===== src/cal_pkg.sv =====
// constants shared by the concentration alarm logic
package cal_pkg;

	// register byte offsets on the avalon slave
	localparam logic [4:0] CAL_OFF_CTRL = 5'h00;
	localparam logic [4:0] CAL_OFF_ALARM1 = 5'h04;
	localparam logic [4:0] CAL_OFF_ALARM2 = 5'h08;
	localparam logic [4:0] CAL_OFF_STATE = 5'h0C;
	localparam logic [4:0] CAL_OFF_IRQ_STATUS = 5'h10;
	localparam logic [4:0] CAL_OFF_IRQ_ENABLE = 5'h14;
	localparam logic [4:0] CAL_OFF_IRQ_CLEAR = 5'h18;
	localparam logic [4:0] CAL_OFF_CONC = 5'h1C;

	// control register fields
	localparam int CAL_CTRL_PCT_BIT = 0;

	// alarm configuration register fields
	localparam int CAL_CFG_SP_LSB = 0;
	localparam int CAL_CFG_SP_W = 16;
	localparam int CAL_CFG_RISING_BIT = 16;
	localparam int CAL_CFG_DEFEAT_BIT = 17;
	localparam int CAL_CFG_FAILSAFE_BIT = 18;
	localparam int CAL_CFG_LATCH_BIT = 19;
	localparam logic [31:0] CAL_CFG_MASK = 32'h000FFFFF;

	// state register fields
	localparam int CAL_ST_ACTIVE1_BIT = 0;
	localparam int CAL_ST_ACTIVE2_BIT = 1;
	localparam int CAL_ST_RELAY1_BIT = 2;
	localparam int CAL_ST_RELAY2_BIT = 3;
	localparam int CAL_ST_SYSRELAY_BIT = 4;
	localparam int CAL_ST_PCT_BIT = 5;

	// interrupt event bits, same layout in status, enable and clear
	localparam int CAL_IRQ_ALARM1_BIT = 0;
	localparam int CAL_IRQ_ALARM2_BIT = 1;
	localparam int CAL_IRQ_SYSFAIL_BIT = 2;
	localparam int CAL_IRQ_W = 3;

	// reset values
	localparam logic [31:0] CAL_RST_CTRL = 32'h00000000;
	localparam logic [31:0] CAL_RST_CFG = 32'h00000000;
	localparam logic [2:0] CAL_RST_IRQ_EN = 3'h0;

	// one percent expressed in ppm counts
	localparam logic [31:0] CAL_PPM_PER_PCT = 32'h00002710;

	// number of concentration alarms
	localparam int CAL_NUM_ALARMS = 2;

endpackage : cal_pkg


===== src/cal_chan_if.sv =====
// link between the alarm control logic and one alarm channel
`timescale 1ns/1ps
`default_nettype none
interface cal_chan_if;
	logic [31:0] limit; // setpoint already scaled to ppm counts
	logic rising; // 1 = rising_direction, 0 = falling_direction
	logic defeat; // alarm suppressed
	logic failsafe_flag; // relay de-energized in alarm
	logic latch; // latching alarm
	logic [31:0] sample; // concentration in ppm counts
	logic sample_valid; // new sample strobe
	logic active; // alarm condition present
	logic relay; // relay coil drive
	logic trip_evt; // one-cycle pulse when alarm becomes active

	modport ctrl (
		output limit, rising, defeat, failsafe_flag, latch, sample, sample_valid,
		input active, relay, trip_evt
	);
	modport unit (
		input limit, rising, defeat, failsafe_flag, latch, sample, sample_valid,
		output active, relay, trip_evt
	);
endinterface : cal_chan_if
`default_nettype wire


===== src/cal_alarm_unit.sv =====
// one concentration alarm channel: compare, latch, defeat and relay drive
`timescale 1ns/1ps
`default_nettype none
module cal_alarm_unit
	import cal_pkg::*;
(
	input wire logic clk_in, // system clock
	input wire logic rstn_in, // synchronous reset, active low
	cal_chan_if.unit chan // configuration in, alarm state out
);

	logic trip_q; // last comparison result
	logic latched_q; // held alarm for latching mode
	logic active_prev_q; // for the activation edge
	logic relay_q;
	logic active_d;
	logic trip_now;

	// comparison of the new sample against the scaled setpoint
	always_comb begin
		if (chan.rising) begin
			trip_now = chan.sample > chan.limit;
		end else begin
			trip_now = chan.sample < chan.limit;
		end
	end

	// comparison is refreshed only when a new sample arrives
	always_ff @(posedge clk_in) begin
		if (!rstn_in) begin
			trip_q <= 1'b0;
		end else if (chan.sample_valid) begin
			trip_q <= trip_now;
		end
	end

	// latch store; defeat or dropping the latch option wipes it, so the
	// operator's toggle of either option clears a held alarm
	always_ff @(posedge clk_in) begin
		if (!rstn_in) begin
			latched_q <= 1'b0;
		end else if (chan.defeat) begin
			latched_q <= 1'b0;
		end else if (!chan.latch) begin
			latched_q <= 1'b0;
		end else if (chan.sample_valid && trip_now) begin
			latched_q <= 1'b1;
		end
	end

	// defeat masks everything; without latch only the live comparison counts
	always_comb begin
		active_d = !chan.defeat && (trip_q || latched_q);
	end

	// relay polarity follows the failsafe option, registered
	always_ff @(posedge clk_in) begin
		if (!rstn_in) begin
			relay_q <= 1'b0;
			active_prev_q <= 1'b0;
		end else begin
			relay_q <= active_d ^ chan.failsafe_flag;
			active_prev_q <= active_d;
		end
	end

	assign chan.active = active_prev_q;
	assign chan.relay = relay_q;
	assign chan.trip_evt = active_d && !active_prev_q;

endmodule : cal_alarm_unit
`default_nettype wire


===== src/cal_alarm_top.sv =====
// concentration alarm logic with avalon register access and interrupt
`timescale 1ns/1ps
`default_nettype none

// Summary of operation
// - two independent alarms, each with own setpoint and own relay output
// - rising direction alarms when concentration rises above the setpoint
// - falling direction alarms when concentration falls below the setpoint
// - failsafe alarm de-energizes its relay in alarm, energized otherwise
// - non-failsafe alarm energizes its relay in alarm, de-energized otherwise
// - latching alarm stays active after the process returns, until reset
// - non-latching alarm ends as soon as the comparison no longer trips
// - defeat suppresses the alarm so trip conditions do not activate it
// - setting then clearing defeat resets a latched alarm
// - clearing then setting latch also resets a latched alarm
// - separate system failure alarm relay with fixed configuration
// - setpoints are in a selectable unit, percent or ppm
// - detector balance failure during zeroing raises the system failure alarm
module cal_alarm_top
	import cal_pkg::*;
(
	input wire logic clk_in, // system clock, 10 MHz
	input wire logic rstn_in, // synchronous reset, active low
	input wire logic [4:0] avs_address_in, // byte address
	input wire logic avs_read_in, // read request
	input wire logic avs_write_in, // write request
	input wire logic [3:0] avs_byteenable_in, // write byte lanes
	input wire logic [31:0] avs_writedata_in, // write data
	output logic [31:0] avs_readdata_out, // read data, registered
	output logic avs_waitrequest_out, // stall the master
	input wire logic [31:0] conc_in, // measured concentration, ppm counts
	input wire logic conc_valid_in, // one-cycle new sample strobe
	input wire logic balance_fail_in, // detector cannot be balanced, level
	output logic alarm1_relay_out, // first alarm relay coil
	output logic alarm2_relay_out, // second alarm relay coil
	output logic sys_fail_relay_out, // system failure relay coil
	output logic irq_out // level interrupt, registered
);

	// scales a setpoint to ppm counts according to the unit choice
	function automatic logic [31:0] cal_scale(input logic [15:0] sp, input logic pct);
		logic [31:0] wide;
		wide = {16'h0000, sp};
		if (pct) begin
			cal_scale = wide * CAL_PPM_PER_PCT;
		end else begin
			cal_scale = wide;
		end
	endfunction : cal_scale

	// merges write data into a register under the byte enables
	function automatic logic [31:0] cal_merge(input logic [31:0] old,
		input logic [31:0] wdata, input logic [3:0] be);
		logic [31:0] res;
		res = old;
		for (int i = 0; i < 4; i++) begin
			if (be[i]) begin
				res[i*8 +: 8] = wdata[i*8 +: 8];
			end
		end
		cal_merge = res;
	endfunction : cal_merge

	logic ack_q; // second cycle of a bus access
	logic req;
	logic wr_go;
	logic rd_go;
	logic [31:0] rdata_q;
	logic [31:0] ctrl_q;
	logic [31:0] cfg_q [CAL_NUM_ALARMS];
	logic [31:0] conc_q;
	logic [CAL_IRQ_W-1:0] irq_status_q;
	logic [CAL_IRQ_W-1:0] irq_en_q;
	logic [CAL_IRQ_W-1:0] irq_clr;
	logic [CAL_IRQ_W-1:0] irq_evt;
	logic irq_q;
	logic sys_relay_q;
	logic sys_fail_q;
	logic [31:0] state_word;
	logic [CAL_NUM_ALARMS-1:0] chan_active;
	logic [CAL_NUM_ALARMS-1:0] chan_relay;
	logic [CAL_NUM_ALARMS-1:0] chan_evt;

	// every access takes one wait cycle; the edge with waitrequest low
	// commits the write and presents the read data
	assign req = avs_read_in || avs_write_in;
	assign avs_waitrequest_out = req && !ack_q;
	assign wr_go = avs_write_in && ack_q;
	assign rd_go = avs_read_in && !ack_q;

	always_ff @(posedge clk_in) begin
		if (!rstn_in) begin
			ack_q <= 1'b0;
		end else begin
			ack_q <= req && !ack_q;
		end
	end

	// unit selection for all setpoints
	always_ff @(posedge clk_in) begin
		if (!rstn_in) begin
			ctrl_q <= CAL_RST_CTRL;
		end else if (wr_go && avs_address_in == CAL_OFF_CTRL) begin
			ctrl_q <= cal_merge(ctrl_q, avs_writedata_in, avs_byteenable_in) & 32'h00000001;
		end
	end

	// per-alarm setpoint and option bits
	always_ff @(posedge clk_in) begin
		if (!rstn_in) begin
			cfg_q[0] <= CAL_RST_CFG;
			cfg_q[1] <= CAL_RST_CFG;
		end else if (wr_go) begin
			if (avs_address_in == CAL_OFF_ALARM1) begin
				cfg_q[0] <= cal_merge(cfg_q[0], avs_writedata_in, avs_byteenable_in) & CAL_CFG_MASK;
			end
			if (avs_address_in == CAL_OFF_ALARM2) begin
				cfg_q[1] <= cal_merge(cfg_q[1], avs_writedata_in, avs_byteenable_in) & CAL_CFG_MASK;
			end
		end
	end

	// last sample kept for software to read
	always_ff @(posedge clk_in) begin
		if (!rstn_in) begin
			conc_q <= 32'h00000000;
		end else if (conc_valid_in) begin
			conc_q <= conc_in;
		end
	end

	// two alarm channels, each with its own setpoint and relay
	cal_chan_if chan [CAL_NUM_ALARMS] ();

	for (genvar g = 0; g < CAL_NUM_ALARMS; g++) begin : g_alarm
		assign chan[g].limit = cal_scale(cfg_q[g][CAL_CFG_SP_LSB +: CAL_CFG_SP_W],
			ctrl_q[CAL_CTRL_PCT_BIT]);
		assign chan[g].rising = cfg_q[g][CAL_CFG_RISING_BIT];
		assign chan[g].defeat = cfg_q[g][CAL_CFG_DEFEAT_BIT];
		assign chan[g].failsafe_flag = cfg_q[g][CAL_CFG_FAILSAFE_BIT];
		assign chan[g].latch = cfg_q[g][CAL_CFG_LATCH_BIT];
		assign chan[g].sample = conc_in;
		assign chan[g].sample_valid = conc_valid_in;
		assign chan_active[g] = chan[g].active;
		assign chan_relay[g] = chan[g].relay;
		assign chan_evt[g] = chan[g].trip_evt;

		cal_alarm_unit u_unit (
			.clk_in(clk_in),
			.rstn_in(rstn_in),
			.chan(chan[g])
		);
	end

	// system failure relay is always failsafe and non-latching; during
	// reset the coil is dropped, which reads as an alarm on purpose
	always_ff @(posedge clk_in) begin
		if (!rstn_in) begin
			sys_fail_q <= 1'b0;
			sys_relay_q <= 1'b0;
		end else begin
			sys_fail_q <= balance_fail_in;
			sys_relay_q <= !balance_fail_in;
		end
	end

	assign alarm1_relay_out = chan_relay[0];
	assign alarm2_relay_out = chan_relay[1];
	assign sys_fail_relay_out = sys_relay_q;

	// interrupt events: alarm activation edges and system failure onset
	assign irq_evt[CAL_IRQ_ALARM1_BIT] = chan_evt[0];
	assign irq_evt[CAL_IRQ_ALARM2_BIT] = chan_evt[1];
	assign irq_evt[CAL_IRQ_SYSFAIL_BIT] = balance_fail_in && !sys_fail_q;

	always_comb begin
		irq_clr = '0;
		if (wr_go && avs_address_in == CAL_OFF_IRQ_CLEAR && avs_byteenable_in[0]) begin
			irq_clr = avs_writedata_in[CAL_IRQ_W-1:0];
		end
	end

	// sticky status; a new event in the clearing cycle survives
	always_ff @(posedge clk_in) begin
		if (!rstn_in) begin
			irq_status_q <= '0;
		end else begin
			irq_status_q <= (irq_status_q & ~irq_clr) | irq_evt;
		end
	end

	always_ff @(posedge clk_in) begin
		if (!rstn_in) begin
			irq_en_q <= CAL_RST_IRQ_EN;
		end else if (wr_go && avs_address_in == CAL_OFF_IRQ_ENABLE && avs_byteenable_in[0]) begin
			irq_en_q <= avs_writedata_in[CAL_IRQ_W-1:0];
		end
	end

	// registered so the pin is glitch free; lags status by one cycle
	always_ff @(posedge clk_in) begin
		if (!rstn_in) begin
			irq_q <= 1'b0;
		end else begin
			irq_q <= |(irq_status_q & irq_en_q);
		end
	end

	assign irq_out = irq_q;

	// live view of alarm and relay state
	always_comb begin
		state_word = 32'h00000000;
		state_word[CAL_ST_ACTIVE1_BIT] = chan_active[0];
		state_word[CAL_ST_ACTIVE2_BIT] = chan_active[1];
		state_word[CAL_ST_RELAY1_BIT] = chan_relay[0];
		state_word[CAL_ST_RELAY2_BIT] = chan_relay[1];
		state_word[CAL_ST_SYSRELAY_BIT] = sys_relay_q;
		state_word[CAL_ST_PCT_BIT] = ctrl_q[CAL_CTRL_PCT_BIT];
	end

	// read mux, loaded in the wait cycle; unmapped and clear read zero
	always_ff @(posedge clk_in) begin
		if (!rstn_in) begin
			rdata_q <= 32'h00000000;
		end else if (rd_go) begin
			case (avs_address_in)
				CAL_OFF_CTRL: rdata_q <= ctrl_q;
				CAL_OFF_ALARM1: rdata_q <= cfg_q[0];
				CAL_OFF_ALARM2: rdata_q <= cfg_q[1];
				CAL_OFF_STATE: rdata_q <= state_word;
				CAL_OFF_IRQ_STATUS: rdata_q <= {29'h00000000, irq_status_q};
				CAL_OFF_IRQ_ENABLE: rdata_q <= {29'h00000000, irq_en_q};
				CAL_OFF_CONC: rdata_q <= conc_q;
				default: rdata_q <= 32'h00000000;
			endcase
		end
	end

	assign avs_readdata_out = rdata_q;

endmodule : cal_alarm_top
`default_nettype wire


===== config.mk =====
export PLATFORM = sky130hd
export DESIGN_NAME = cal_alarm_top
export DESIGN_NICKNAME = d
export VERILOG_FILES = /design/src/cal_pkg.sv /design/src/cal_chan_if.sv /design/src/cal_alarm_unit.sv /design/src/cal_alarm_top.sv
export SDC_FILE = /design/constraint.sdc
export NUM_CORES = 1
export LEC_CHECK = 0
export ABC_CLOCK_PERIOD_IN_PS = 5900
export BUFFER_PORTS_ARGS = -buffer_cell sky130_fd_sc_hd__buf_2
export CORE_ASPECT_RATIO = 1.1
export CORE_MARGIN = 4
export CORE_UTILIZATION = 25
export DETAILED_ROUTE_END_ITERATION = 8
export HOLD_SLACK_MARGIN = 0.05
export PLACE_DENSITY = 0.4
export SLEW_MARGIN = 20
export SYNTH_ARGS = -nofsm -noshare
export SYNTH_HDL_FRONTEND = slang
export SYNTH_SLANG_ARGS = --single-unit

===== constraint.sdc =====
create_clock -name clk_in -period 5.9 [get_ports clk_in]
set_input_delay 0.295 -clock clk_in [delete_from_list [all_inputs] [get_ports clk_in]]
set_output_delay 0.295 -clock clk_in [all_outputs]
set_load 0.01 [all_outputs]

==> results.md, run 1 <==
Outcome:
- The run finished, with violations left.
- The final reports fail on setup timing.

Timing:
- The number of hold violations in the final report was 0.
- The slew of the pin with the lowest slew margin is 0.994 ns.
- The highest attainable clock frequency is 156 MHz.
- In this run the tightest slew margin relative to its limit is 0.333.
- The period utilization is 1.09.
- Clock skew on the completed layout was measured at 0.0119 ns.
- Setup repair after global routing could not meet its margin everywhere.
- The number of max-slew violations in the final report is 0.
- The final setup violation count is 4.
- The clock period minus worst slack is 6.42 ns.
- After layout, the worst setup slack is -0.517 ns.
- The tightest hold margin is 0.141 ns.

Critical path:
- The endpoint required time on the critical path is 6.28 ns.
- The critical path is of the flip-flop to flip-flop type.
- Grouping stages by cell kind, the critical path spends the most delay in adder cells.
- The count of buffering cells on the critical path with inverters included is 4.
- The delay of the slowest critical-path stage is 0.55 ns.
- The largest fanout on the critical path is 4.
- STA classifies the critical path startpoint as a flip-flop.
- The worst setup path is captured at a flip-flop.
- The critical path's slowest cell is sky130_fd_sc_hd__fa_1.
- At the worst endpoint, the arrival time is 6.80 ns.

Power:
- The switching portion of total power is 0.366.
- Summed over all cells, the static leakage comes to 7.17 nW.
- The share of total power in sequential cells is 0.241.
- The design internal power is 2.42 mW.
- In this run the power density over the cells is 248 nW/um^2.
- The largest vdd supply drop is 0.000220 V.
- The combinational share of power is 0.484.
- The analysis attributes to net switching a power of 1.40 mW.
- The clock share of power is 0.275.

Synth:
- The library cell occupying the most area in the post-synthesis netlist is sky130_fd_sc_hd__ha_1.
- The cell count after synthesis came out at 1322.
- Ranked by total cell area, the synthesized netlist is headed by sky130_fd_sc_hd__ha_1 21%, sky130_fd_sc_hd__dfxtp_1 14%, sky130_fd_sc_hd__fa_1 12%.
- The number of distinct library cells after synthesis is 59.
- Of the synthesized area, sequential elements account for 0.246.
- Each instance of the synthesized netlist takes up on average 8.81 sq um.
- In this run, synthesis produced a sequential element count of 123.
- The Yosys step of the flow raised 0 warnings.
- The top-area cell type share of the netlist area is 0.215.
- The post-synthesis net count is 1671.
- The most instantiated flip-flop cell in the synthesis netlist is sky130_fd_sc_hd__dfxtp_1.
- The number of enable-type register cells in the synthesized netlist is 40.
- The area of the mapped netlist is 11600 sq um.
- In the synthesized netlist the async set-or-reset flop fraction comes to 0.

Layout:
- Leaving out fill and tap cells, the most frequent cells in the layout are 181 x sky130_fd_sc_hd__buf_4, 175 x sky130_fd_sc_hd__ha_1, 169 x sky130_fd_sc_hd__inv_1.
- The number of filler cells placed in the layout is 4737.
- The repair_antennas step left the layout with diodes totalling 0.
- The share of the core filled with cells is 0.336.
- The final net count is 1944.
- The signed area change from the synthesized netlist to the final layout is 32.4%.
- The layout cell share with drive strength beyond 1 is 0.276.
- The leading cell type in the layout, fill and taps excluded is sky130_fd_sc_hd__buf_4.

Die:
- The starting utilization of the core area is 0.254.
- The floorplan has 82 rows.
- From bottom edge to top edge, the die measures 234 um.
- The die area is 50100 sq um.
- The horizontal die dimension is 214 um.
- The total area inside the core boundary comes to 45900 sq um.
- The number of top-level pins is 116.

Clocking:
- Buffers inserted during clock tree synthesis total 17.
- TritonCTS built the clock tree.
- The later pin in the worst-skew pair is clocked with a latency of 0.44 ns.
- The clock passes through at most 2 buffers.
- Clock tree synthesis found a total of 123 sinks.
- The tree is rooted in a sky130_fd_sc_hd__clkbuf_16.
- In this run the number of H-tree levels came out at 4.
- The clock-pin slew on the worst setup and hold paths is 0.06 ns.

Drt:
- The detailed-route wire length is 41.8 mm.
- Using the TritonRoute via totals, the vias-per-cell ratio works out to 4.59.
- In the final routed layout, each cell accounts on average for 19.0 um.
- In the routed design, unresolved DRC markers number 0.
- For this block, the initial DRC count from the detailed router was 398.
- For this run, the detailed router's first-pass iteration total came to 5.
- The final route contains 10100 vias.
- The remaining number of nets flagged by the antenna check after routing is 0.

Global routing:
- The global-route wire length before repair is 64.0 mm.
- The number of global-route vias before repair is 10500.
- For this run, global-route usage on met1 was measured as 0.222.
- For met3 alone, demand over resource in global routing was 0.0257.
- In this run the most used layer during global routing was met2.
- Across every metal layer, demand over resource in global routing totals 0.170.
- The initial antenna violation count was 1.
- The met2 demand-to-capacity share in global routing is 0.296.
- The total congestion overflow is 0.
- The largest net degree at the start of global routing is 80.

Place:
- Buffers placed on the I/O ports in this run total 102.
- The placed wire-length estimate after detailed placement is 34.6 mm.
- At the end of routability-driven placement, the weighted congestion stood at 0.870.

Worst hold path:
- The path category of the worst min-delay check is input pin to flip-flop.

Run:
- The tool flagged a number of max-cap violations equal to 0.
-- through the flow --
step	setup TNS (ns)	setup slack [ns]	power, mW	std cells	area (sq um)
final	-1.30	-0.517	3.82	2196	15400
after global routing	-2.12	-0.701	4.11	2196	15400
after CTS	-1.14	-0.493	3.77	2189	15200
after detailed placement	-2.39	-0.659	2.53	2146	14200
after global placement	-2.01	-0.646	2.52	2146	14200
after floorplan	-0.201	-0.106	1.89	1322	11800
-- worst reg2reg max path, stage by stage, from the launching register on --
cell,delay [ns]
sky130_fd_sc_hd__edfxtp_1,0.39
sky130_fd_sc_hd__inv_4,0.07
sky130_fd_sc_hd__fa_1,0.55
sky130_fd_sc_hd__inv_2,0.04
sky130_fd_sc_hd__ha_4,0.26
sky130_fd_sc_hd__fa_1,0.41
sky130_fd_sc_hd__ha_1,0.28
sky130_fd_sc_hd__inv_1,0.04
sky130_fd_sc_hd__fa_1,0.49
sky130_fd_sc_hd__inv_2,0.05
sky130_fd_sc_hd__ha_4,0.29
sky130_fd_sc_hd__nand2_4,0.05
sky130_fd_sc_hd__o211a_1,0.23
sky130_fd_sc_hd__nor3_4,0.22
sky130_fd_sc_hd__a21oi_2,0.08
sky130_fd_sc_hd__a221oi_2,0.34
sky130_fd_sc_hd__o22ai_2,0.14
sky130_fd_sc_hd__mux2_4,0.34
sky130_fd_sc_hd__ha_4,0.26
sky130_fd_sc_hd__nand3_2,0.06
sky130_fd_sc_hd__or4_4,0.50
sky130_fd_sc_hd__or4_4,0.48
sky130_fd_sc_hd__nor3_2,0.18
sky130_fd_sc_hd__or3_4,0.16
sky130_fd_sc_hd__mux2i_4,0.27
sky130_fd_sc_hd__a41o_1,0.19
-- power by group through the flow --
stage,clock network [mW],logic (mW),registers [mW]
after floorplan,0,0.956,0.935
after global placement,0,1.58,0.939
after detailed placement,0,1.59,0.939
after CTS,1.08,1.77,0.922
after global routing,1.11,2.08,0.925
final,1.05,1.85,0.922
-- synthesized netlist by cell type, types with 4 or more instances --
cell type	number
sky130_fd_sc_hd__inv_1	207
sky130_fd_sc_hd__ha_1	200
sky130_fd_sc_hd__nor2_1	127
sky130_fd_sc_hd__a21oi_1	114
sky130_fd_sc_hd__dfxtp_1	83
sky130_fd_sc_hd__nand2_1	81
sky130_fd_sc_hd__fa_1	70
sky130_fd_sc_hd__mux2i_1	53
sky130_fd_sc_hd__edfxtp_1	40
sky130_fd_sc_hd__clkbuf_1	31
sky130_fd_sc_hd__nand3_1	29
sky130_fd_sc_hd__o21ai_0	26
sky130_fd_sc_hd__and2_1	25
sky130_fd_sc_hd__o21ai_1	20
sky130_fd_sc_hd__nor3_1	18
sky130_fd_sc_hd__a22oi_1	17
sky130_fd_sc_hd__xnor2_1	13
sky130_fd_sc_hd__nand4_1	12
sky130_fd_sc_hd__nor2b_1	12
sky130_fd_sc_hd__o22ai_1	12
sky130_fd_sc_hd__a211oi_1	11
sky130_fd_sc_hd__xor2_1	11
sky130_fd_sc_hd__a21o_1	9
sky130_fd_sc_hd__nand2b_1	9
sky130_fd_sc_hd__a221oi_1	7
sky130_fd_sc_hd__a31oi_1	7
sky130_fd_sc_hd__o21a_1	7
sky130_fd_sc_hd__o211ai_1	6
sky130_fd_sc_hd__or3_1	6
sky130_fd_sc_hd__and4_1	5
sky130_fd_sc_hd__nor4_1	5
sky130_fd_sc_hd__a22o_1	4
sky130_fd_sc_hd__buf_1	4
sky130_fd_sc_hd__o21bai_1	4
-- registers in the layout, indices dropped and copies added (netlist names) --
register                    cells
ack_q                           1
avs_readdata_out               32
cfg_q                          40
conc_q                         32
ctrl_q                          1
g_alarm.u_unit.chan.active      2
g_alarm.u_unit.chan.relay       2
g_alarm.u_unit.latched_q        2
g_alarm.u_unit.trip_q           2
irq_en_q                        3
irq_out                         1
irq_status_q                    3
sys_fail_q                      1
sys_fail_relay_out              1
-- logic make-up (layout without fill, tap and decap cells) --
logic type      Yosys count  count (layout)  share of synthesized area
fa+ha+maj               270             270                      0.335
mux                      54              54                     0.0465
flops                   123             123                      0.246
buf+inv                 246             532                     0.0800
simple gates            342             342                      0.138
xor+xnor                 24              24                     0.0180
compound gates          263             263                      0.136
-- routing by layer --
layer,part of all wire,up-vias
li1,-,5083
met1,0.45,4810
met2,0.50,154
met3,0.027,40
met4,0.019,0
met5,0,-
-- final timing paths --
kind | start | to | slack [ns] | cells past startpoint
max | cfg_q[0][28] | g_alarm[1].u_unit.latched_q | -0.52 | 25
min | avs_writedata_in[2] | irq_en_q[2] | 0.14 | 3
max reg2reg | cfg_q[0][28] | g_alarm[1].u_unit.latched_q | -0.52 | 25
min reg2reg | avs_readdata_out[30] | avs_readdata_out[30] | 0.45 | 2
-- final cells by class --
| type | count | area [sq um] | area share |
|---|---|---|---|
| Tap cell | 588 | 736 | 0.0477 |
| Inverter | 209 | 792 | 0.0514 |
| Multi-Input combinational cell | 953 | 8500 | 0.551 |
| Timing Repair Buffer | 291 | 1960 | 0.127 |
| Clock inverter | 15 | 148 | 0.00957 |
| Sequential cell | 123 | 2860 | 0.186 |
| Clock buffer | 17 | 425 | 0.0276 |
-- what timing repair did --
action / 4_1_cts / 5_1_grt
pin swaps: 52 / 34
hold buffers: 1 / 0
setup buffers: 12 / 7
gates resized for setup: 83 / 36
setup endpoints to repair: 4 / 4
endpoints found under the hold margin: 1 / 0
No activity file was read; power rests on OpenSTA's default activity.
==> inputs of run 2 (changes only) <==
--- a/config.mk
+++ b/config.mk
@@ -8,7 +8,6 @@
 export ABC_CLOCK_PERIOD_IN_PS = 5900
 export BUFFER_PORTS_ARGS = -buffer_cell sky130_fd_sc_hd__buf_2
 export CORE_ASPECT_RATIO = 1.1
-export CORE_MARGIN = 4
 export CORE_UTILIZATION = 25
 export DETAILED_ROUTE_END_ITERATION = 8
 export HOLD_SLACK_MARGIN = 0.05
==> run 2 against run 1 <==
The run still ends with setup timing left. Total power up 2.8%. Die area down 5.3%. First-iteration DRC count down 1.3%. Sequential cell count unchanged. Largest power group unchanged.
==> results.md, run 2 (synthesis results as in run 1) <==
Outcome:
- Outcome: finished, violations left (unchanged).
- Failing checks: setup timing (unchanged).

Power:
- The power density relative to cell area is 251 nW/um^2 (was 248 nW/um^2).
- The leakage power figure is 7.27 nW (was 7.17 nW).
- The largest vdd supply drop came to 0.000207 V (was 0.000220 V).
- The total design power is 3.93 mW (was 3.82 mW).

Layout:
- The area taken by flip-flops and latches is 2860 sq um (unchanged).
- The register name with the most flops is cfg_q (unchanged).
- The layout cell share with drive strength beyond 1 is 0.286 (was 0.276).
- The diode insertion count for antenna repair is 0 (unchanged).
- The combined area of the multi-input logic cells is 8640 sq um (was 8500 sq um).
- Most frequent cells in the layout: 189 x sky130_fd_sc_hd__buf_4, 170 x sky130_fd_sc_hd__inv_1, 168 x sky130_fd_sc_hd__ha_1 (was 181 x sky130_fd_sc_hd__buf_4, 175 x sky130_fd_sc_hd__ha_1, 169 x sky130_fd_sc_hd__inv_1).
- The number of filler cells placed in the layout is 4841 (was 4737).
- The final net count is 1953 (was 1944).
- The final cell area excluding filler cells is 15700 sq um (was 15400 sq um).
- The leading cell type in the layout, fill and taps excluded is sky130_fd_sc_hd__buf_4 (unchanged).
- The signed area change from the synthesized netlist to the final layout is 34.4% (was 32.4%).
- The number of flip-flops in the largest register is 40 (unchanged).

Global routing:
- The number of global-route vias before repair is 10600 (was 10500).
- The total congestion overflow is 0 (unchanged).
- The global-route usage over all layers is 0.177 (was 0.170).
- The global-route wire length before repair was 63.1 mm (was 64.0 mm).
- The largest net degree at the start of global routing was 47 (was 80).
- The initial antenna violation count is 0 (was 1).

Drt:
- The via count normalized by instance count came to 4.61 (was 4.59).
- The average detailed-routed wire length per instance is 18.6 um (was 19.0 um).
- The first-iteration detailed-routing DRC count is 393 (was 398).
- The number of search-and-repair iterations in the first detailed-routing pass is 5 (unchanged).
- The remaining number of nets flagged by the antenna check after routing is 0 (unchanged).
- The total via count after detailed routing is 10100 (about the same).
- The number of DRC violations after detailed routing came to 0 (unchanged).
- The detailed-route wire length is 41.0 mm (was 41.8 mm).

Place:
- The placer congestion estimate was 0.828 (was 0.870).
- The placed wire-length estimate after detailed placement is 34.0 mm (was 34.6 mm).
- The number of port buffers is 102 (unchanged).
- The post-detailed-placement cell area is 14200 sq um (about the same).

Clocking:
- The source-to-sink clock delay at the later pin of the worst-skew pair is 0.45 ns (was 0.44 ns).
- The total CTS buffers came to 17 (unchanged).
- The CTS tree was yes (unchanged).
- The number of clock sinks is 123 (unchanged).
- The clock tree root buffer cell is sky130_fd_sc_hd__clkbuf_16 (unchanged).
- The buffer depth of the longest clock path came to 2 (unchanged).
- The total number of H-tree levels is 4 (unchanged).
- The clock-pin slew on the worst setup and hold paths is 0.07 ns (was 0.06 ns).

Critical path:
- The critical path data arrival time is 6.81 ns (was 6.80 ns).
- The endpoint class of the critical path is a flip-flop (unchanged).
- The critical setup path kind is flip-flop to flip-flop (unchanged).
- The delay of the slowest critical-path stage is 0.52 ns (was 0.55 ns).
- The critical path's slowest cell is sky130_fd_sc_hd__or4_4 (was sky130_fd_sc_hd__fa_1).
- The largest fanout on the critical path was 4 (unchanged).
- The startpoint type of the worst setup path was a flip-flop (unchanged).
- The endpoint required time on the critical path is 6.28 ns (about the same).

Timing:
- The number of max-slew violations in the final report came to 0 (unchanged).
- The tightest hold margin is 0.127 ns (was 0.141 ns).
- The clock period minus worst slack is 6.43 ns (was 6.42 ns).
- Unrepaired setup endpoints after global routing: yes (unchanged).
- The slew of the pin with the lowest slew margin was 1.04 ns (was 0.994 ns).
- The number of hold violations in the final report is 0 (unchanged).
- The highest attainable clock frequency is 156 MHz (about the same).
- The final setup violation count is 4 (unchanged).
- The period utilization came to 1.09 (about the same).
- The post-route setup TNS was -1.10 ns (was -1.30 ns).
- The post-route clock skew is 0.0149 ns (was 0.0119 ns).
- The worst slew margin relative to its limit is 0.301 (was 0.333).
- The post-layout worst setup margin is -0.527 ns (was -0.517 ns).

Die:
- The die outline height came to 228 um (was 234 um).
- The horizontal die dimension is 208 um (was 214 um).
- The die area came to 47500 sq um (was 50100 sq um).
- The starting utilization of the core area is 0.255 (was 0.254).
- The core outline area came to 45800 sq um (was 45900 sq um).
- The number of top-level pins was 116 (unchanged).
- The number of cell rows is 82 (unchanged).

Worst hold path:
- The path category of the worst min-delay check is input pin to flip-flop (unchanged).

Run:
- The number of max-cap violations is 0 (unchanged).
==> run 2: changes by cell type in the layout (fill, tap and decap cells not counted), moves of 3 or more <==
cell	previous run	this run
sky130_fd_sc_hd__inv_6	3	0
sky130_fd_sc_hd__clkinv_1	3	0
sky130_fd_sc_hd__clkbuf_8	0	4
sky130_fd_sc_hd__ha_4	25	30
sky130_fd_sc_hd__buf_4	181	189
sky130_fd_sc_hd__clkinvlp_4	3	0
sky130_fd_sc_hd__ha_1	175	168
==> run 2: power by group <==
group          internal [mW]  total (mW)  leakage, nW  switching [mW]
clock                  0.686        1.09        0.298           0.400
sequential             0.902       0.922         1.09          0.0204
combinational          0.951        1.92         5.88           0.974
total                   2.54        3.93         7.27            1.39
==> run 2: per-layer routing <==
metal | vias up | part of all wire | GRT usage
li1 | 5105 | - | -
met1 | 4847 | 0.46 | 0.223
met2 | 150 | 0.49 | 0.314
met3 | 45 | 0.024 | 0.0245
met4 | 0 | 0.022 | 0.0498
met5 | - | 0 | 0
==> run 2: worst paths after layout <==
check                                                   end  depth (start not counted)  slack [ns]                  from
worst min register to register         avs_readdata_out[31]                          2        0.45  avs_readdata_out[31]
worst max-delay path            g_alarm[1].u_unit.latched_q                         25       -0.53          cfg_q[0][28]
worst min-delay path                              conc_q[0]                          3        0.13            conc_in[0]
worst max register to register  g_alarm[1].u_unit.latched_q                         25       -0.53          cfg_q[0][28]
==> run 2: critical path: cells and delay by family, from the launching register on <==
kind	cells	cell delay [ns]
mux	1	0.26
buf+inv	4	0.31
fa+ha+maj	7	2.50
compound gates	5	0.75
simple gates	8	2.15
flops	1	0.40
==> run 2: through the flow <==
step | instances | utilization | worst slack (ns)
CTS | 2189 | 0.331 | -0.618
global placement | 2146 | 0.309 | -0.876
global route | 2203 | 0.342 | -0.788
finish | 2203 | 0.342 | -0.527
floorplan | 1322 | - | -0.106
detailed placement | 2146 | 0.309 | -0.901
==> run 2: area by class of cell <==
| cell class | count | area share |
|---|---|---|
| multi-input combinational | 953 | 0.552 |
| clock inverter | 6 | 0.00528 |
| sequential | 123 | 0.183 |
| inverter | 209 | 0.0504 |
| tap | 588 | 0.0470 |
| timing repair buffer | 300 | 0.130 |
| clock buffer | 24 | 0.0328 |
==> run 2: timing repair <==
item | CTS | global route
cloned | 0 | 0
hold buffers | 1 | 0
endpoints found under the setup margin | 4 | 4
endpoints found under the hold margin | 1 | 0
resized for setup | 67 | 69
setup buffers | 14 | 14
pin swaps | 52 | 63
==> inputs of run 3 (changes only) <==
--- a/config.mk
+++ b/config.mk
@@ -5,6 +5,7 @@
 export SDC_FILE = /design/constraint.sdc
 export NUM_CORES = 1
 export LEC_CHECK = 0
+export ABC_AREA = 1
 export ABC_CLOCK_PERIOD_IN_PS = 5900
 export BUFFER_PORTS_ARGS = -buffer_cell sky130_fd_sc_hd__buf_2
 export CORE_ASPECT_RATIO = 1.1
==> run 3 against run 2 <==
The flow now finishes without violations. Design area shrank 5.0%. Critical path type unchanged. Core utilization shrank 3.0 points. Clock power shrank 5%. Setup slack gained 0.78 ns. Sequential cell count is the same. Clock skew shrank 0.0043 ns. Sequential share of layout area grew 0.95 points. Via count grew 5.5%. Synthesized cell count grew 18%. Hold slack is essentially flat. Largest cell class unchanged.
==> results.md, run 3 <==
Power:
- The design internal power is 2.14 mW (was 2.54 mW).
- The power density relative to cell area came to 244 nW/um^2 (was 251 nW/um^2).
- The leakage power figure was 7.31 nW (was 7.27 nW).
- The switching portion of total power was 0.409 (was 0.354).
- The total design power was 3.63 mW (was 3.93 mW).
- The clock share of power is 0.287 (was 0.276).
- The combinational share of power was 0.456 (was 0.489).
- The net switching power is 1.49 mW (was 1.39 mW).
- The share of total power in sequential cells is 0.257 (was 0.235).
- The largest vdd supply drop is 0.000200 V (was 0.000207 V).

Place:
- The placed wire-length estimate after detailed placement came to 34.1 mm (was 34.0 mm).
- The placer congestion estimate is 0.879 (was 0.828).
- The number of port buffers was 102 (unchanged).

Synth:
- The post-synthesis net count is 1907 (was 1671).
- The library cell occupying the most area in the post-synthesis netlist is sky130_fd_sc_hd__ha_1 (unchanged).
- The synthesized instance count is 1558 (was 1322).
- The number of distinct library cells after synthesis came to 48 (was 59).
- Ranking of synthesized cells by area: sky130_fd_sc_hd__ha_1 21%, sky130_fd_sc_hd__dfxtp_1 14%, sky130_fd_sc_hd__fa_1 12% (unchanged).
- Most frequent cells after synthesis: 291 x sky130_fd_sc_hd__inv_1, 269 x sky130_fd_sc_hd__nand2_1, 200 x sky130_fd_sc_hd__ha_1 (was 207 x sky130_fd_sc_hd__inv_1, 200 x sky130_fd_sc_hd__ha_1, 127 x sky130_fd_sc_hd__nor2_1).
- The share of the yosys chip area belonging to registers is 0.237 (was 0.246).
- The area of the mapped netlist came to 12100 sq um (was 11600 sq um).
- The proportion of register bits with asynchronous set or reset after synthesis is 0 (unchanged).
- The top-area cell type share of the netlist area was 0.208 (was 0.215).
- The number of enable-type register cells in the synthesized netlist was 40 (unchanged).
- The number of storage elements in the synthesis netlist is 123 (unchanged).
- The dominant cell by count in the synthesized netlist is sky130_fd_sc_hd__inv_1 (unchanged).
- The mean instance size in the synthesized netlist is 7.74 sq um (was 8.81 sq um).
- The most instantiated flip-flop cell in the synthesis netlist is sky130_fd_sc_hd__dfxtp_1 (unchanged).
- The count of warnings emitted by yosys is 0 (unchanged).

Critical path:
- The reg2reg setup slack is 0.25 ns (was -0.53 ns).
- The depth of the most critical reg-to-reg path came to 26 (was 25).
- The capture instance of the worst register-to-register path is g_alarm[1].u_unit.trip_q (was g_alarm[1].u_unit.latched_q).
- The critical path data arrival time is 6.00 ns (was 6.81 ns).
- The critical setup path kind was flip-flop to flip-flop (unchanged).
- The origin of the critical flop-to-flop path is cfg_q[0][29] (was cfg_q[0][28]).
- The startpoint type of the worst setup path is a flip-flop (unchanged).
- The largest fanout on the critical path was 4 (unchanged).
- The endpoint class of the critical path is a flip-flop (unchanged).
- The endpoint required time on the critical path is 6.25 ns (was 6.28 ns).

Timing:
- The period utilization came to 0.957 (was 1.09).
- The post-route clock skew is 0.0106 ns (was 0.0149 ns).
- The final setup violation count is 0 (was 4).
- The slew of the pin with the lowest slew margin is 1.07 ns (was 1.04 ns).
- The clock period minus worst slack was 5.65 ns (was 6.43 ns).
- The number of max-slew violations in the final report came to 0 (unchanged).
- The tightest hold margin was 0.127 ns (about the same).
- The highest attainable clock frequency is 177 MHz (was 156 MHz).
- The worst slew margin relative to its limit is 0.284 (was 0.301).
- The number of hold violations in the final report was 0 (unchanged).

Global routing:
- The total congestion overflow came to 0 (unchanged).
- The global-route wire length before repair is 63.8 mm (was 63.1 mm).
- The global-route usage over all layers is 0.173 (was 0.177).
- The number of global-route vias before repair is 10700 (was 10600).
- The initial antenna violation count is 0 (unchanged).
- The largest net degree at the start of global routing is 62 (was 47).

Clocking:
- The clock-pin slew on the worst setup and hold paths is 0.07 ns (about the same).
- The buffer depth of the longest clock path is 2 (unchanged).
- The clock tree root buffer cell is sky130_fd_sc_hd__clkbuf_16 (unchanged).
- The source-to-sink clock delay at the later pin of the worst-skew pair is 0.42 ns (was 0.45 ns).
- The CTS tree is yes (unchanged).
- The total CTS buffers is 17 (unchanged).
- The total number of H-tree levels is 4 (unchanged).
- The number of clock sinks is 123 (unchanged).

Outcome:
- Outcome: finished clean (was finished, violations left).

Layout:
- The signed area change from the synthesized netlist to the final layout is 23.4% (was 34.4%).
- The final net count is 2081 (was 1953).
- The number of flip-flops in the largest register came to 40 (unchanged).
- The diode insertion count for antenna repair was 0 (unchanged).
- The register name with the most flops is cfg_q (unchanged).
- Most frequent cells in the layout: 278 x sky130_fd_sc_hd__inv_1, 262 x sky130_fd_sc_hd__nand2_1, 189 x sky130_fd_sc_hd__ha_1 (was 189 x sky130_fd_sc_hd__buf_4, 170 x sky130_fd_sc_hd__inv_1, 168 x sky130_fd_sc_hd__ha_1).
- The leading cell type in the layout, fill and taps excluded is sky130_fd_sc_hd__inv_1 (was sky130_fd_sc_hd__buf_4).
- The layout cell share with drive strength beyond 1 is 0.195 (was 0.286).
- The number of filler cells placed in the layout is 5211 (was 4841).

Drt:
- The detailed route wirelength on metal3 is 1.08 mm (was 998 um).
- The total met2 wirelength after detailed routing is 20.9 mm (was 20.3 mm).
- The number of DRC violations after detailed routing is 0 (unchanged).
- The number of search-and-repair iterations in the first detailed-routing pass is 5 (unchanged).
- The routed length on met1 is 19.0 mm (was 18.8 mm).
- The average detailed-routed wire length per instance is 17.4 um (was 18.6 um).
- The first-iteration detailed-routing DRC count came to 693 (was 393).
- The detailed-route wire length came to 41.6 mm (was 41.0 mm).
- The uppermost metal layer occupied by signal nets is met4 (unchanged).
- The via count normalized by instance count is 4.48 (was 4.61).
- The total via count after detailed routing is 10700 (was 10100).
- The remaining number of nets flagged by the antenna check after routing was 0 (unchanged).

Die:
- The die area is 49100 sq um (was 47500 sq um).
- The number of cell rows is 84 (was 82).
- The core outline area was 47700 sq um (was 45800 sq um).
- The starting utilization of the core area was 0.253 (was 0.255).
- The number of top-level pins is 116 (unchanged).
- The horizontal die dimension is 211 um (was 208 um).
- The die outline height was 232 um (was 228 um).

Run:
- The number of max-cap violations is 0 (unchanged).

Worst hold path:
- The path category of the worst min-delay check is input pin to flip-flop (unchanged).
- The worst-case hold path end point is conc_q[30] (was conc_q[0]).
- The worst hold path cell count came to 3 (unchanged).
- The hold path startpoint was conc_in[30] (was conc_in[0]).
==> run 3: changes by cell type after synthesis, moves of 13 or more <==
| cell | previous run | this run |
|---|---|---|
| sky130_fd_sc_hd__nand3_1 | 29 | 42 |
| sky130_fd_sc_hd__mux2i_1 | 53 | 0 |
| sky130_fd_sc_hd__and2_1 | 25 | 2 |
| sky130_fd_sc_hd__o21ai_0 | 26 | 134 |
| sky130_fd_sc_hd__nand2_1 | 81 | 269 |
| sky130_fd_sc_hd__a21oi_1 | 114 | 134 |
| sky130_fd_sc_hd__a22oi_1 | 17 | 0 |
| sky130_fd_sc_hd__nor2_1 | 127 | 140 |
| sky130_fd_sc_hd__inv_1 | 207 | 291 |
==> run 3: layer usage <==
metal	up-vias	global-route usage
met2	170	0.306
li1	5451	-
met1	5052	0.228
met5	-	0
met3	30	0.0141
met4	0	0.0394
==> run 3: worst max path at each step <==
stage	slack, ns	start	to	cells after the start
after floorplan	0.80	cfg_q[0][4]	g_alarm[0].u_unit.trip_q	32
after global placement	0.06	cfg_q[0][30]	g_alarm[1].u_unit.trip_q	27
after detailed placement	0.08	cfg_q[0][26]	g_alarm[1].u_unit.latched_q	28
after CTS	0.04	cfg_q[0][26]	g_alarm[1].u_unit.trip_q	28
after global routing	-0.07	cfg_q[0][29]	g_alarm[1].u_unit.trip_q	26
final	0.25	cfg_q[0][29]	g_alarm[1].u_unit.trip_q	26
==> run 3: critical path, cell delays in order (launching register included) <==
cell,delay (ns)
sky130_fd_sc_hd__edfxtp_1,0.41
sky130_fd_sc_hd__clkinvlp_4,0.25
sky130_fd_sc_hd__fa_1,0.56
sky130_fd_sc_hd__inv_1,0.04
sky130_fd_sc_hd__ha_1,0.29
sky130_fd_sc_hd__fa_1,0.48
sky130_fd_sc_hd__ha_1,0.28
sky130_fd_sc_hd__inv_1,0.05
sky130_fd_sc_hd__fa_1,0.50
sky130_fd_sc_hd__inv_1,0.06
sky130_fd_sc_hd__ha_4,0.30
sky130_fd_sc_hd__nand2_4,0.08
sky130_fd_sc_hd__buf_4,0.16
sky130_fd_sc_hd__nor4_4,0.33
sky130_fd_sc_hd__nand3_1,0.14
sky130_fd_sc_hd__nand3_2,0.12
sky130_fd_sc_hd__a21oi_1,0.06
sky130_fd_sc_hd__o21ai_1,0.13
sky130_fd_sc_hd__ha_1,0.28
sky130_fd_sc_hd__a211oi_2,0.23
sky130_fd_sc_hd__nand2_1,0.12
sky130_fd_sc_hd__a21oi_2,0.11
sky130_fd_sc_hd__buf_4,0.15
sky130_fd_sc_hd__nand2_1,0.05
sky130_fd_sc_hd__nand2_1,0.07
sky130_fd_sc_hd__nand3_2,0.13
sky130_fd_sc_hd__a21oi_2,0.18
==> run 3: cells by family after synthesis <==
logic type | share of synthesized area
flops | 0.237
xor+xnor | 0.00654
compound gates | 0.156
fa+ha+maj | 0.324
buf+inv | 0.107
simple gates | 0.169
==> run 3: area by class of cell <==
class,instances,area [sq um],share of cell area
multi-input cells,1101,8320,0.559
clock inverters,13,105,0.00707
repair buffers,191,1180,0.0794
flip-flops and latches,123,2860,0.192
well taps,645,807,0.0543
clock buffers,19,454,0.0305
inverters,298,1150,0.0771
==> run 3: timing repair <==
item	in CTS	in global routing
hold buffers	1	0
setup endpoints to repair	0	4
resized for setup	0	104
hold endpoints to repair	1	0
setup buffers	0	12
==> run 3: power groups by stage <==
stage / clock network (mW) / logic (mW) / registers, mW
5_1_grt: 1.10 / 1.88 / 0.938
3_3_place_gp: 0 / 1.43 / 0.951
6_report: 1.04 / 1.65 / 0.934
2_1_floorplan: 0 / 0.913 / 0.948
3_5_place_dp: 0 / 1.43 / 0.952
4_1_cts: 1.07 / 1.45 / 0.933
==> run 3: per-stage QoR <==
step                utilization  setup slack [ns]  area (sq um)  setup TNS [ns]  instances
CTS                       0.301            0.0439         14400               0       2378
detailed placement        0.289            0.0776         13800               0       2345
floorplan                     -             0.799         12100               0       1558
finish                    0.312             0.253         14900               0       2390
global placement          0.289            0.0562         13800               0       2345
global route              0.312           -0.0676         14900          -0.135       2390
